File: config.mk
export PLATFORM = sky130hd
export DESIGN_NAME = fdr_host_ctrl
export DESIGN_NICKNAME = d
export VERILOG_FILES = /design/src/hdl/fdr_pkg.sv /design/src/hdl/fdr_host_ctrl.sv
export SDC_FILE = /design/constraint.sdc
export NUM_CORES = 1
export LEC_CHECK = 0
export BUFFER_PORTS_ARGS = -buffer_cell sky130_fd_sc_hd__buf_2
export CAP_MARGIN = 10
export CELL_PAD_IN_SITES_DETAIL_PLACEMENT = 1
export CELL_PAD_IN_SITES_GLOBAL_PLACEMENT = 1
export CORE_UTILIZATION = 50
export DETAILED_ROUTE_END_ITERATION = 16
export GPL_TIMING_DRIVEN = 0
export HOLD_SLACK_MARGIN = 0.12
export PLACE_DENSITY = 0.86
export SYNTH_ARGS = -nofsm -noshare
export SYNTH_HDL_FRONTEND = slang
export SYNTH_SLANG_ARGS = --single-unit
File: constraint.sdc
create_clock -name core_clk_i -period 4.4 [get_ports core_clk_i]
set_input_delay 0.66 -clock core_clk_i [delete_from_list [all_inputs] [get_ports core_clk_i]]
set_output_delay 0.66 -clock core_clk_i [all_outputs]
set_load 0.03 [all_outputs]
File: src/hdl/fdr_pkg.sv
// Constants, types and register map of the flash device-information reader.
package fdr_pkg;
   // ==========================================================
   // Clock and pin timing.
   localparam int CLK_NS     = 20;
   localparam int WE_LOW_NS  = 25;
   localparam int WE_HIGH_NS = 25;
   localparam int RE_LOW_NS  = 80;
   localparam int RE_HIGH_NS = 25;
   localparam int TWHR_NS    = 60;
   localparam int TWB_NS     = 100;
   localparam logic [3:0] WE_LO_CYC = 4'((WE_LOW_NS + CLK_NS - 1) / CLK_NS);
   localparam logic [3:0] WE_HI_CYC = 4'((WE_HIGH_NS + CLK_NS - 1) / CLK_NS);
   localparam logic [3:0] RE_LO_CYC = 4'((RE_LOW_NS + CLK_NS - 1) / CLK_NS);
   localparam logic [3:0] RE_HI_CYC = 4'((RE_HIGH_NS + CLK_NS - 1) / CLK_NS);
   localparam logic [3:0] TWHR_CYC  = 4'((TWHR_NS + CLK_NS - 1) / CLK_NS);
   localparam logic [3:0] TWB_CYC   = 4'((TWB_NS + CLK_NS - 1) / CLK_NS);

   // ==========================================================
   // Device commands, addresses and fixed data.
   localparam logic [7:0]  CMD_READ_ID = 8'h90;
   localparam logic [7:0]  ADDR_ID     = 8'h00;
   localparam logic [7:0]  ADDR_SIG    = 8'h20;
   localparam logic [7:0]  CMD_UID     = 8'hED;
   localparam logic [7:0]  CMD_PARAM   = 8'hEC;
   localparam logic [7:0]  ADDR_INFO   = 8'h00;
   localparam logic [7:0]  CMD_STATUS  = 8'h70;
   localparam logic [7:0]  CMD_RND     = 8'h05;
   localparam logic [7:0]  CMD_RND_CFM = 8'hE0;
   localparam logic [7:0]  CMD_RESUME  = 8'h00;
   localparam logic [7:0]  SIG_B0      = 8'h4F;
   localparam logic [7:0]  SIG_B1      = 8'h4E;
   localparam logic [7:0]  SIG_B2      = 8'h46;
   localparam logic [7:0]  SIG_B3      = 8'h49;
   localparam logic [9:0]  SIG_LEN     = 10'h004;
   localparam logic [9:0]  ID_LEN      = 10'h005;
   localparam logic [7:0]  UID_CPL     = 8'hFF;
   localparam logic [15:0] CRC_POLY    = 16'h8005;
   localparam logic [15:0] CRC_INIT    = 16'h4F4E;
   localparam logic [7:0]  CRC_LO_POS  = 8'hFE;
   localparam logic [7:0]  CRC_HI_POS  = 8'hFF;
   localparam int          STAT_RDY    = 6;

   // ==========================================================
   // Controller register map and fields.
   localparam logic [7:0] REG_CTRL  = 8'h00;
   localparam logic [7:0] REG_STAT  = 8'h04;
   localparam logic [7:0] REG_DATA  = 8'h08;
   localparam logic [7:0] REG_ID0   = 8'h0C;
   localparam logic [7:0] REG_ID1   = 8'h10;
   localparam logic [7:0] REG_UID0  = 8'h14;
   localparam logic [7:0] REG_UID1  = 8'h18;
   localparam logic [7:0] REG_UID2  = 8'h1C;
   localparam logic [7:0] REG_UID3  = 8'h20;
   localparam logic [7:0] REG_CRC   = 8'h24;
   localparam int CTRL_OP_LSB  = 0;
   localparam int CTRL_CNT_LSB = 8;
   localparam int CTRL_COL_LSB = 20;
   localparam logic [2:0] OP_MAX = 3'h6;

   typedef enum logic [2:0] {
      OP_ID, OP_SIG, OP_UID, OP_PARAM, OP_STATUS, OP_RND, OP_RESUME
   } fdr_op_e;

   typedef struct packed {
      logic [7:0]  addr;
      logic [31:0] wdata;
      logic        wr;
      logic        rd;
   } fdr_bus_s;

   typedef struct packed {
      logic       ce_n;
      logic       cle;
      logic       ale;
      logic       we_n;
      logic       re_n;
      logic       io_oe_n;
      logic [7:0] io;
   } fdr_pin_s;

   localparam fdr_pin_s PIN_IDLE = '{ce_n: 1'h1, cle: 1'h0, ale: 1'h0, we_n: 1'h1,
                                     re_n: 1'h1, io_oe_n: 1'h1, io: 8'h00};
endpackage

File: src/hdl/fdr_host_ctrl.sv
// Host controller that reads identification, signature, unique id and parameter data.
// Contract
// - Identification read is command 90H then one address cycle 00H.
// - Command 90H address 20H returns 4FH 4EH 46H 49H; later bytes unreliable.
// - Identifier is followed by its complement; copy valid when XOR is all ones.
// - Host moves the output position with 05H, column, E0H.
// - After status polling the host writes 00H before data output resumes.
// - Random data output during parameter read continues from the new column.
// - After status polling during parameter read the host writes 00H.
// - CRC starts at 4F4Eh, no final XOR, no bit reversal.
//
// Added by the designer: the placing of the registers and the plain strobed port.
module fdr_host_ctrl (
   input  wire logic             core_clk_i,
   input  wire logic             rst_b_i,
   input  wire fdr_pkg::fdr_bus_s host_bus_i,
   output logic [31:0]           host_rdata_o,
   input  wire logic [7:0]       nand_io_i,
   input  wire logic             nand_rb_i,
   output fdr_pkg::fdr_pin_s     nand_o
);
   import fdr_pkg::*;

   typedef enum logic [3:0] {
      S_IDLE, S_LOAD, S_SETUP, S_WE_LO, S_WE_HI, S_WAIT, S_RB, S_RE_LO, S_RE_HI
   } fdr_state_e;

   // ==========================================================
   // Pin synchronisers.
   logic [7:0] io_m;
   logic [7:0] io_s;
   logic       rb_m;
   logic       rb_s;

   always_ff @(posedge core_clk_i) begin
      io_m <= nand_io_i;
      io_s <= io_m;
      rb_m <= nand_rb_i;
      rb_s <= rb_m;
   end

   // ==========================================================
   // Sequencer state and command decode.
   fdr_state_e state;
   fdr_op_e    op;
   logic [2:0] step;
   logic [3:0] tmr;
   logic [9:0] cnt;
   logic [9:0] idx;
   logic [11:0] col;
   logic [2:0] lat_n;
   logic [7:0] lat_byte;
   logic       lat_cmd;
   logic       wait_rb;

   wire        ctrl_wr  = host_bus_i.wr && (host_bus_i.addr == REG_CTRL);
   wire [2:0]  new_opc  = host_bus_i.wdata[CTRL_OP_LSB +: 3];
   wire        launch   = ctrl_wr && (state == S_IDLE) && (new_opc <= OP_MAX);
   wire fdr_op_e new_op = fdr_op_e'(new_opc);
   wire [9:0]  new_cnt  = host_bus_i.wdata[CTRL_CNT_LSB +: 10];
   wire        last_lat = (step == lat_n - 3'h1);
   wire        cap      = (state == S_RE_LO) && (tmr == 4'h0);
   wire        done_rd  = (idx == cnt);

   always_comb begin
      lat_n    = 3'h1;
      lat_byte = CMD_STATUS;
      lat_cmd  = 1'h1;
      wait_rb  = 1'h0;
      case (op)
         OP_ID: begin
            lat_n    = 3'h2;
            lat_byte = (step == 3'h0) ? CMD_READ_ID : ADDR_ID;
            lat_cmd  = (step == 3'h0);
         end
         OP_SIG: begin
            lat_n    = 3'h2;
            lat_byte = (step == 3'h0) ? CMD_READ_ID : ADDR_SIG;
            lat_cmd  = (step == 3'h0);
         end
         OP_UID: begin
            lat_n    = 3'h2;
            lat_byte = (step == 3'h0) ? CMD_UID : ADDR_INFO;
            lat_cmd  = (step == 3'h0);
            wait_rb  = 1'h1;
         end
         OP_PARAM: begin
            lat_n    = 3'h2;
            lat_byte = (step == 3'h0) ? CMD_PARAM : ADDR_INFO;
            lat_cmd  = (step == 3'h0);
            wait_rb  = 1'h1;
         end
         OP_RND: begin
            lat_n    = 3'h4;
            lat_cmd  = (step == 3'h0) || (step == 3'h3);
            case (step)
               3'h0:    lat_byte = CMD_RND;
               3'h1:    lat_byte = col[7:0];
               3'h2:    lat_byte = {4'h0, col[11:8]};
               default: lat_byte = CMD_RND_CFM;
            endcase
         end
         OP_RESUME: lat_byte = CMD_RESUME;
         default: lat_byte = CMD_STATUS;
      endcase
   end

   // ==========================================================
   // Pin sequencer.
   always_ff @(posedge core_clk_i) begin
      if (!rst_b_i) begin
         state  <= S_IDLE;
         nand_o <= PIN_IDLE;
         op     <= OP_ID;
         step   <= 3'h0;
         tmr    <= 4'h0;
         cnt    <= 10'h000;
         idx    <= 10'h000;
         col    <= 12'h000;
      end else begin
         case (state)
            S_IDLE: if (launch) begin
               op          <= new_op;
               cnt         <= (new_op == OP_SIG) ? SIG_LEN : new_cnt;
               col         <= host_bus_i.wdata[CTRL_COL_LSB +: 12];
               step        <= 3'h0;
               idx         <= 10'h000;
               nand_o.ce_n <= 1'h0;
               state       <= S_LOAD;
            end
            S_LOAD: begin
               nand_o.cle     <= lat_cmd;
               nand_o.ale     <= !lat_cmd;
               nand_o.io      <= lat_byte;
               nand_o.io_oe_n <= 1'h0;
               state          <= S_SETUP;
            end
            S_SETUP: begin
               nand_o.we_n <= 1'h0;
               tmr         <= WE_LO_CYC - 4'h1;
               state       <= S_WE_LO;
            end
            S_WE_LO: if (tmr == 4'h0) begin
               nand_o.we_n <= 1'h1;
               tmr         <= WE_HI_CYC - 4'h1;
               state       <= S_WE_HI;
            end else begin
               tmr <= tmr - 4'h1;
            end
            S_WE_HI: if (tmr != 4'h0) begin
               tmr <= tmr - 4'h1;
            end else if (last_lat) begin
               nand_o.cle     <= 1'h0;
               nand_o.ale     <= 1'h0;
               nand_o.io_oe_n <= 1'h1;
               tmr            <= wait_rb ? TWB_CYC - 4'h1 : TWHR_CYC - 4'h1;
               state          <= S_WAIT;
            end else begin
               step  <= step + 3'h1;
               state <= S_LOAD;
            end
            S_WAIT: if (tmr != 4'h0) begin
               tmr <= tmr - 4'h1;
            end else if (wait_rb) begin
               state <= S_RB;
            end else if (done_rd) begin
               nand_o.ce_n <= 1'h1;
               state       <= S_IDLE;
            end else begin
               nand_o.re_n <= 1'h0;
               tmr         <= RE_LO_CYC - 4'h1;
               state       <= S_RE_LO;
            end
            S_RB: if (rb_s && done_rd) begin
               nand_o.ce_n <= 1'h1;
               state       <= S_IDLE;
            end else if (rb_s) begin
               nand_o.re_n <= 1'h0;
               tmr         <= RE_LO_CYC - 4'h1;
               state       <= S_RE_LO;
            end
            S_RE_LO: if (tmr == 4'h0) begin
               nand_o.re_n <= 1'h1;
               idx         <= idx + 10'h001;
               tmr         <= RE_HI_CYC - 4'h1;
               state       <= S_RE_HI;
            end else begin
               tmr <= tmr - 4'h1;
            end
            S_RE_HI: if (tmr != 4'h0) begin
               tmr <= tmr - 4'h1;
            end else if (done_rd) begin
               nand_o.ce_n <= 1'h1;
               state       <= S_IDLE;
            end else begin
               nand_o.re_n <= 1'h0;
               tmr         <= RE_LO_CYC - 4'h1;
               state       <= S_RE_LO;
            end
            default: state <= S_IDLE;
         endcase
      end
   end

   // ==========================================================
   // Captured data and checks.
   function automatic logic [15:0] crc_step(input logic [15:0] c, input logic [7:0] d);
      logic [15:0] r;
      r = c;
      for (int i = 7; i >= 0; i--) begin
         if (r[15] ^ d[i]) begin
            r = {r[14:0], 1'h0} ^ CRC_POLY;
         end else begin
            r = {r[14:0], 1'h0};
         end
      end
      return r;
   endfunction

   logic [7:0]  id_mem  [0:4];
   logic [7:0]  uid_mem [0:15];
   logic [7:0]  last_data;
   logic [11:0] pos;
   logic        stream_uid;
   logic        sig_ok;
   logic        uid_ok;
   logic        uid_bad;
   logic        crc_ok;
   logic [15:0] crc;
   logic [7:0]  crc_lo;

   wire [7:0] sig_byte = (idx[1:0] == 2'h0) ? SIG_B0 : (idx[1:0] == 2'h1) ? SIG_B1 :
                         (idx[1:0] == 2'h2) ? SIG_B2 : SIG_B3;
   wire str_op  = (op == OP_UID) || (op == OP_PARAM) || (op == OP_RND) || (op == OP_RESUME);
   wire uid_act = cap && str_op && stream_uid;
   wire par_act = cap && str_op && !stream_uid;
   wire uid_mis = (uid_mem[pos[3:0]] ^ io_s) != UID_CPL;

   always_ff @(posedge core_clk_i) begin
      if (cap && (op == OP_ID) && (idx < ID_LEN)) begin
         id_mem[idx[2:0]] <= io_s;
      end
      if (uid_act && !pos[4]) begin
         uid_mem[pos[3:0]] <= io_s;
      end
   end

   always_ff @(posedge core_clk_i) begin
      if (!rst_b_i) begin
         last_data  <= 8'h00;
         pos        <= 12'h000;
         stream_uid <= 1'h0;
         sig_ok     <= 1'h0;
         uid_ok     <= 1'h0;
         uid_bad    <= 1'h0;
         crc_ok     <= 1'h0;
         crc        <= CRC_INIT;
         crc_lo     <= 8'h00;
      end else begin
         if (launch && ((new_op == OP_UID) || (new_op == OP_PARAM))) begin
            pos        <= 12'h000;
            stream_uid <= (new_op == OP_UID);
            uid_ok     <= 1'h0;
            crc_ok     <= 1'h0;
            crc        <= CRC_INIT;
         end else if (launch && (new_op == OP_RND)) begin
            pos <= host_bus_i.wdata[CTRL_COL_LSB +: 12];
         end else if (cap && str_op) begin
            pos <= pos + 12'h001;
         end
         if (launch && (new_op == OP_SIG)) begin
            sig_ok <= 1'h1;
         end else if (cap && (op == OP_SIG) && (io_s != sig_byte)) begin
            sig_ok <= 1'h0;
         end
         if (cap) begin
            last_data <= io_s;
         end
         if (uid_act && (pos[4:0] == 5'h00)) begin
            uid_bad <= 1'h0;
         end else if (uid_act && pos[4] && uid_mis) begin
            uid_bad <= 1'h1;
            uid_ok  <= 1'h0;
         end else if (uid_act && (pos[4:0] == 5'h1F) && !uid_bad) begin
            uid_ok <= 1'h1;
         end
         // CRC over bytes before the check field.
         if (par_act && (pos[7:0] < CRC_LO_POS)) begin
            crc <= crc_step(crc, io_s);
         end else if (par_act && (pos[7:0] == CRC_LO_POS)) begin
            crc_lo <= io_s;
         end else if (par_act && (pos[7:0] == CRC_HI_POS)) begin
            crc_ok <= ({io_s, crc_lo} == crc);
            crc    <= CRC_INIT;
         end
      end
   end

   // ==========================================================
   // Register read port.
   wire [31:0] stat_word = {6'h00, idx, 8'h00, 3'h0, crc_ok, uid_ok, sig_ok, rb_s,
                            state != S_IDLE};
   wire [31:0] rd_word =
      (host_bus_i.addr == REG_CTRL) ? {29'h0, op} :
      (host_bus_i.addr == REG_STAT) ? stat_word :
      (host_bus_i.addr == REG_DATA) ? {24'h0, last_data} :
      (host_bus_i.addr == REG_ID0)  ? {id_mem[3], id_mem[2], id_mem[1], id_mem[0]} :
      (host_bus_i.addr == REG_ID1)  ? {24'h0, id_mem[4]} :
      (host_bus_i.addr == REG_UID0) ? {uid_mem[3], uid_mem[2], uid_mem[1], uid_mem[0]} :
      (host_bus_i.addr == REG_UID1) ? {uid_mem[7], uid_mem[6], uid_mem[5], uid_mem[4]} :
      (host_bus_i.addr == REG_UID2) ? {uid_mem[11], uid_mem[10], uid_mem[9], uid_mem[8]} :
      (host_bus_i.addr == REG_UID3) ? {uid_mem[15], uid_mem[14], uid_mem[13], uid_mem[12]} :
      (host_bus_i.addr == REG_CRC)  ? {crc_lo, 8'h00, crc} : 32'h0;

   always_ff @(posedge core_clk_i) begin
      if (!rst_b_i) begin
         host_rdata_o <= 32'h0;
      end else begin
         host_rdata_o <= host_bus_i.rd ? rd_word : 32'h0;
      end
   end
endmodule

==> results.json <==
{
  "drt_iter0_markers": 1418,
  "cts_hold_buf": 0,
  "synth-async-reset-ratio_pct": 0,
  "critPathLaunchType": "register",
  "cp.arrival_ns": 3.86,
  "synthMuxAreaShare_pct": 7.127,
  "critPathTopFamily": "simple AND/OR/NAND/NOR gates",
  "place_ws_ns": 0.5294,
  "synth_xor_area_share_pct": 4.081,
  "required_ns": 4.56,
  "clockPowerShare_pct": 43.6,
  "tightest_slew_ns": 1.270,
  "fp.dieH_um": 172.3,
  "overflow": 0,
  "route.antenna.remaining_nets": 0,
  "htreeDepth": 2,
  "ys_ff_latch": 327,
  "syn_nets": 1365,
  "power-per-cell-area_mw_per_mm2": 430.9,
  "grt_most_used_layer": "met2",
  "yosys.area.top_type_share_pct": 34.79,
  "fin_util_pct": 59.15,
  "synthAdderAreaFrac_pct": 1.294,
  "clock_path_buffers": 3,
  "synth_top_family_by_area": "compound AO/OA/AOI/OAI gates",
  "synth.distinct_cells": 68,
  "critPathKind": "reg2reg",
  "grt_first_pass_wirelength_mm": 76.22,
  "regArea_mm2": 0.008228,
  "drcViolationCount": 0,
  "clock-sinks": 327,
  "path_common_cell": "nand3b_1",
  "totalWireLength_mm": 51.31,
  "met3_usage_pct": 7.919,
  "grt_antenna_before_repair": 2,
  "status": "finished clean",
  "p_sw_mw": 1.826,
  "p_seq_share_pct": 46.1,
  "power.internal_mw": 5.353,
  "path_cells": "clkbuf_1, nand3b_1, a2111oi_4, nand3b_1, nor3b_1, and2_1",
  "slew_viol_final": 0,
  "slowest_delay_ns": 0.83,
  "ys_top_cells_by_area": "edfxtp_1, dfxtp_1, mux4_2",
  "crit_fanout": 10,
  "grt_max_degree": 27,
  "synthSimpleGateAreaFrac_pct": 12.82,
  "ios": 99,
  "post-cts-setup-buffers": 0,
  "drtPass1Iterations": 6,
  "hpwlAfterDp_mm": 36.07,
  "clock-skew-final_ns": 0.03328,
  "initial_core_util_pct": 51.49,
  "track_usage_pct": 35.25,
  "fmax_mhz": 269.8,
  "routabilityCongestion": 1.013,
  "placedInstanceArea_mm2": 0.01543,
  "swShare_pct": 25.43,
  "post-route-period-util_pct": 84.24,
  "setup_tns_ns": 0,
  "ir_drop_mv": 0.3093,
  "slew_headroom_pct": 15.24,
  "synth-compound-area-share_pct": 15.14,
  "area_delta_synth_final_pct": 14.89,
  "num_vias": 12092,
  "crit_slowest_cell": "a2111oi_4",
  "numCtsBuffers": 36,
  "fp.dieW_um": 172.3,
  "ys.flop_type": "edfxtp_1",
  "yosysTopAreaCell": "edfxtp_1",
  "yosysMostFrequentCell": "edfxtp_1",
  "synth.avg_cell_area_um2": 11.18,
  "critPathCaptureType": "register",
  "grt_pass1_vias": 12208,
  "layout_min_cycle_time_ns": 3.707,
  "met2_usage_pct": 55.80,
  "yosys-top-cells-count": "edfxtp_1, dfxtp_1, nand2_1, nor2_1, a21oi_1",
  "place_inst": 1765,
  "hold_viol": 0,
  "rsz0062_at_grt": "false",
  "layout.nets": 1494,
  "clkTransAtPathRegs_ns": 0.06,
  "tritoncts": "done",
  "port_buffers": 89,
  "whs_ns": 0.2264,
  "viasPerCell": 6.600,
  "maxCapViolCount": 0,
  "synth.yosys.seq_area_share_pct": 56.74,
  "fin_area_mm2": 0.01666,
  "core-area_mm2": 0.02816,
  "finalPower_mw": 7.179,
  "wire_per_inst_um": 28.01,
  "worstSkewPairLatency_ns": 0.55,
  "instances_no_fill": 1832,
  "drive_above_1_share_pct": 13.90,
  "power.share.combinational_pct": 10.3,
  "cp_num_buf_inv": 1,
  "r2r_slack_ns": 0.69,
  "hold_path_class": "in2reg",
  "synth-edff-count": 168,
  "finalSetupViolCount": 0,
  "fin_ws_ns": 0.6933,
  "netlist_area_mm2": 0.01450,
  "syn_inst": 1297,
  "cts-resized-gates": 0,
  "multiInputGateArea_mm2": 0.005874,
  "yosys_warnings": 0,
  "rows": 61,
  "dieArea_mm2": 0.02969,
  "cts-root-buf": "clkbuf_16",
  "p_leak_nw": 5.623,
  "gr-usage-met1_pct": 44.72,
  "fill_cells": 2972
}
cells in the final DEF (no fill, tap or decap), types with 13 or more instances in the layout:
cell / n
nand2_1: 143
nor2_1: 95
a31oi_1: 22
and2_1: 24
a21oi_1: 90
buf_2: 98
o22ai_1: 16
xnor2_1: 39
dfxtp_1: 159
ha_1: 15
a22oi_1: 73
a211oi_1: 13
clkbuf_1: 76
mux4_2: 33
a221oi_1: 15
inv_1: 23
mux2i_1: 29
nor3_1: 22
clkbuf_16: 39
o21ai_0: 46
xor2_1: 26
nand3_1: 35
edfxtp_1: 168
layout make-up:
cell class / count / area share [%]
flip-flops and latches: 327 / 49.39
multi-input cells: 866 / 35.26
clock buffers: 52 / 6.391
well taps: 378 / 2.839
repair buffers: 91 / 2.749
plain buffers: 80 / 1.885
clock inverters: 13 / 0.9313
inverters: 24 / 0.5407
diodes: 1 / 0.01502
cells by family after synthesis:
group | after synthesis
and+or+nand+nor | 394
buffers and inverters | 104
AOI/OAI and AO/OA | 329
adders and majority gates | 15
DFF | 327
xor gates and xnor gates | 66
muxes | 62
sequential cells by signal, indices dropped and copies added (netlist names), 4 cells and up, named ones only:
register and count:
uid_mem 128, col 12, crc_lo 8, state 4
nand_o 14, host_rdata_o 32, last_data 8, pos 8
io_m 8, cnt 10, tmr 4, idx 10
crc 16, id_mem 40, io_s 8
layer usage:
layer | vias up | share of wire (%)
met5 | - | 0
met3 | 200 | 10
met2 | 800 | 46
met1 | 5971 | 38
li1 | 5121 | -
met4 | 0 | 5.5
path summary, 6_finish.rpt:
path | start | to | cells after the start
max | op[2] | uid_mem[4][4] | 6
min | nand_io_i[6] | io_m[6] | 1
max reg2reg | op[2] | uid_mem[4][4] | 6
min reg2reg | io_m[1] | io_s[1] | 0
power by group through the flow:
stage	combinational (mW)	sequential [mW]	clock, mW
global placement	0.695	3.37	0
finish	0.742	3.31	3.13
global route	0.790	3.31	3.25
CTS	0.723	3.31	3.13
detailed placement	0.710	3.37	0
floorplan	0.457	3.39	0
Power figures use the tool's default switching activity.
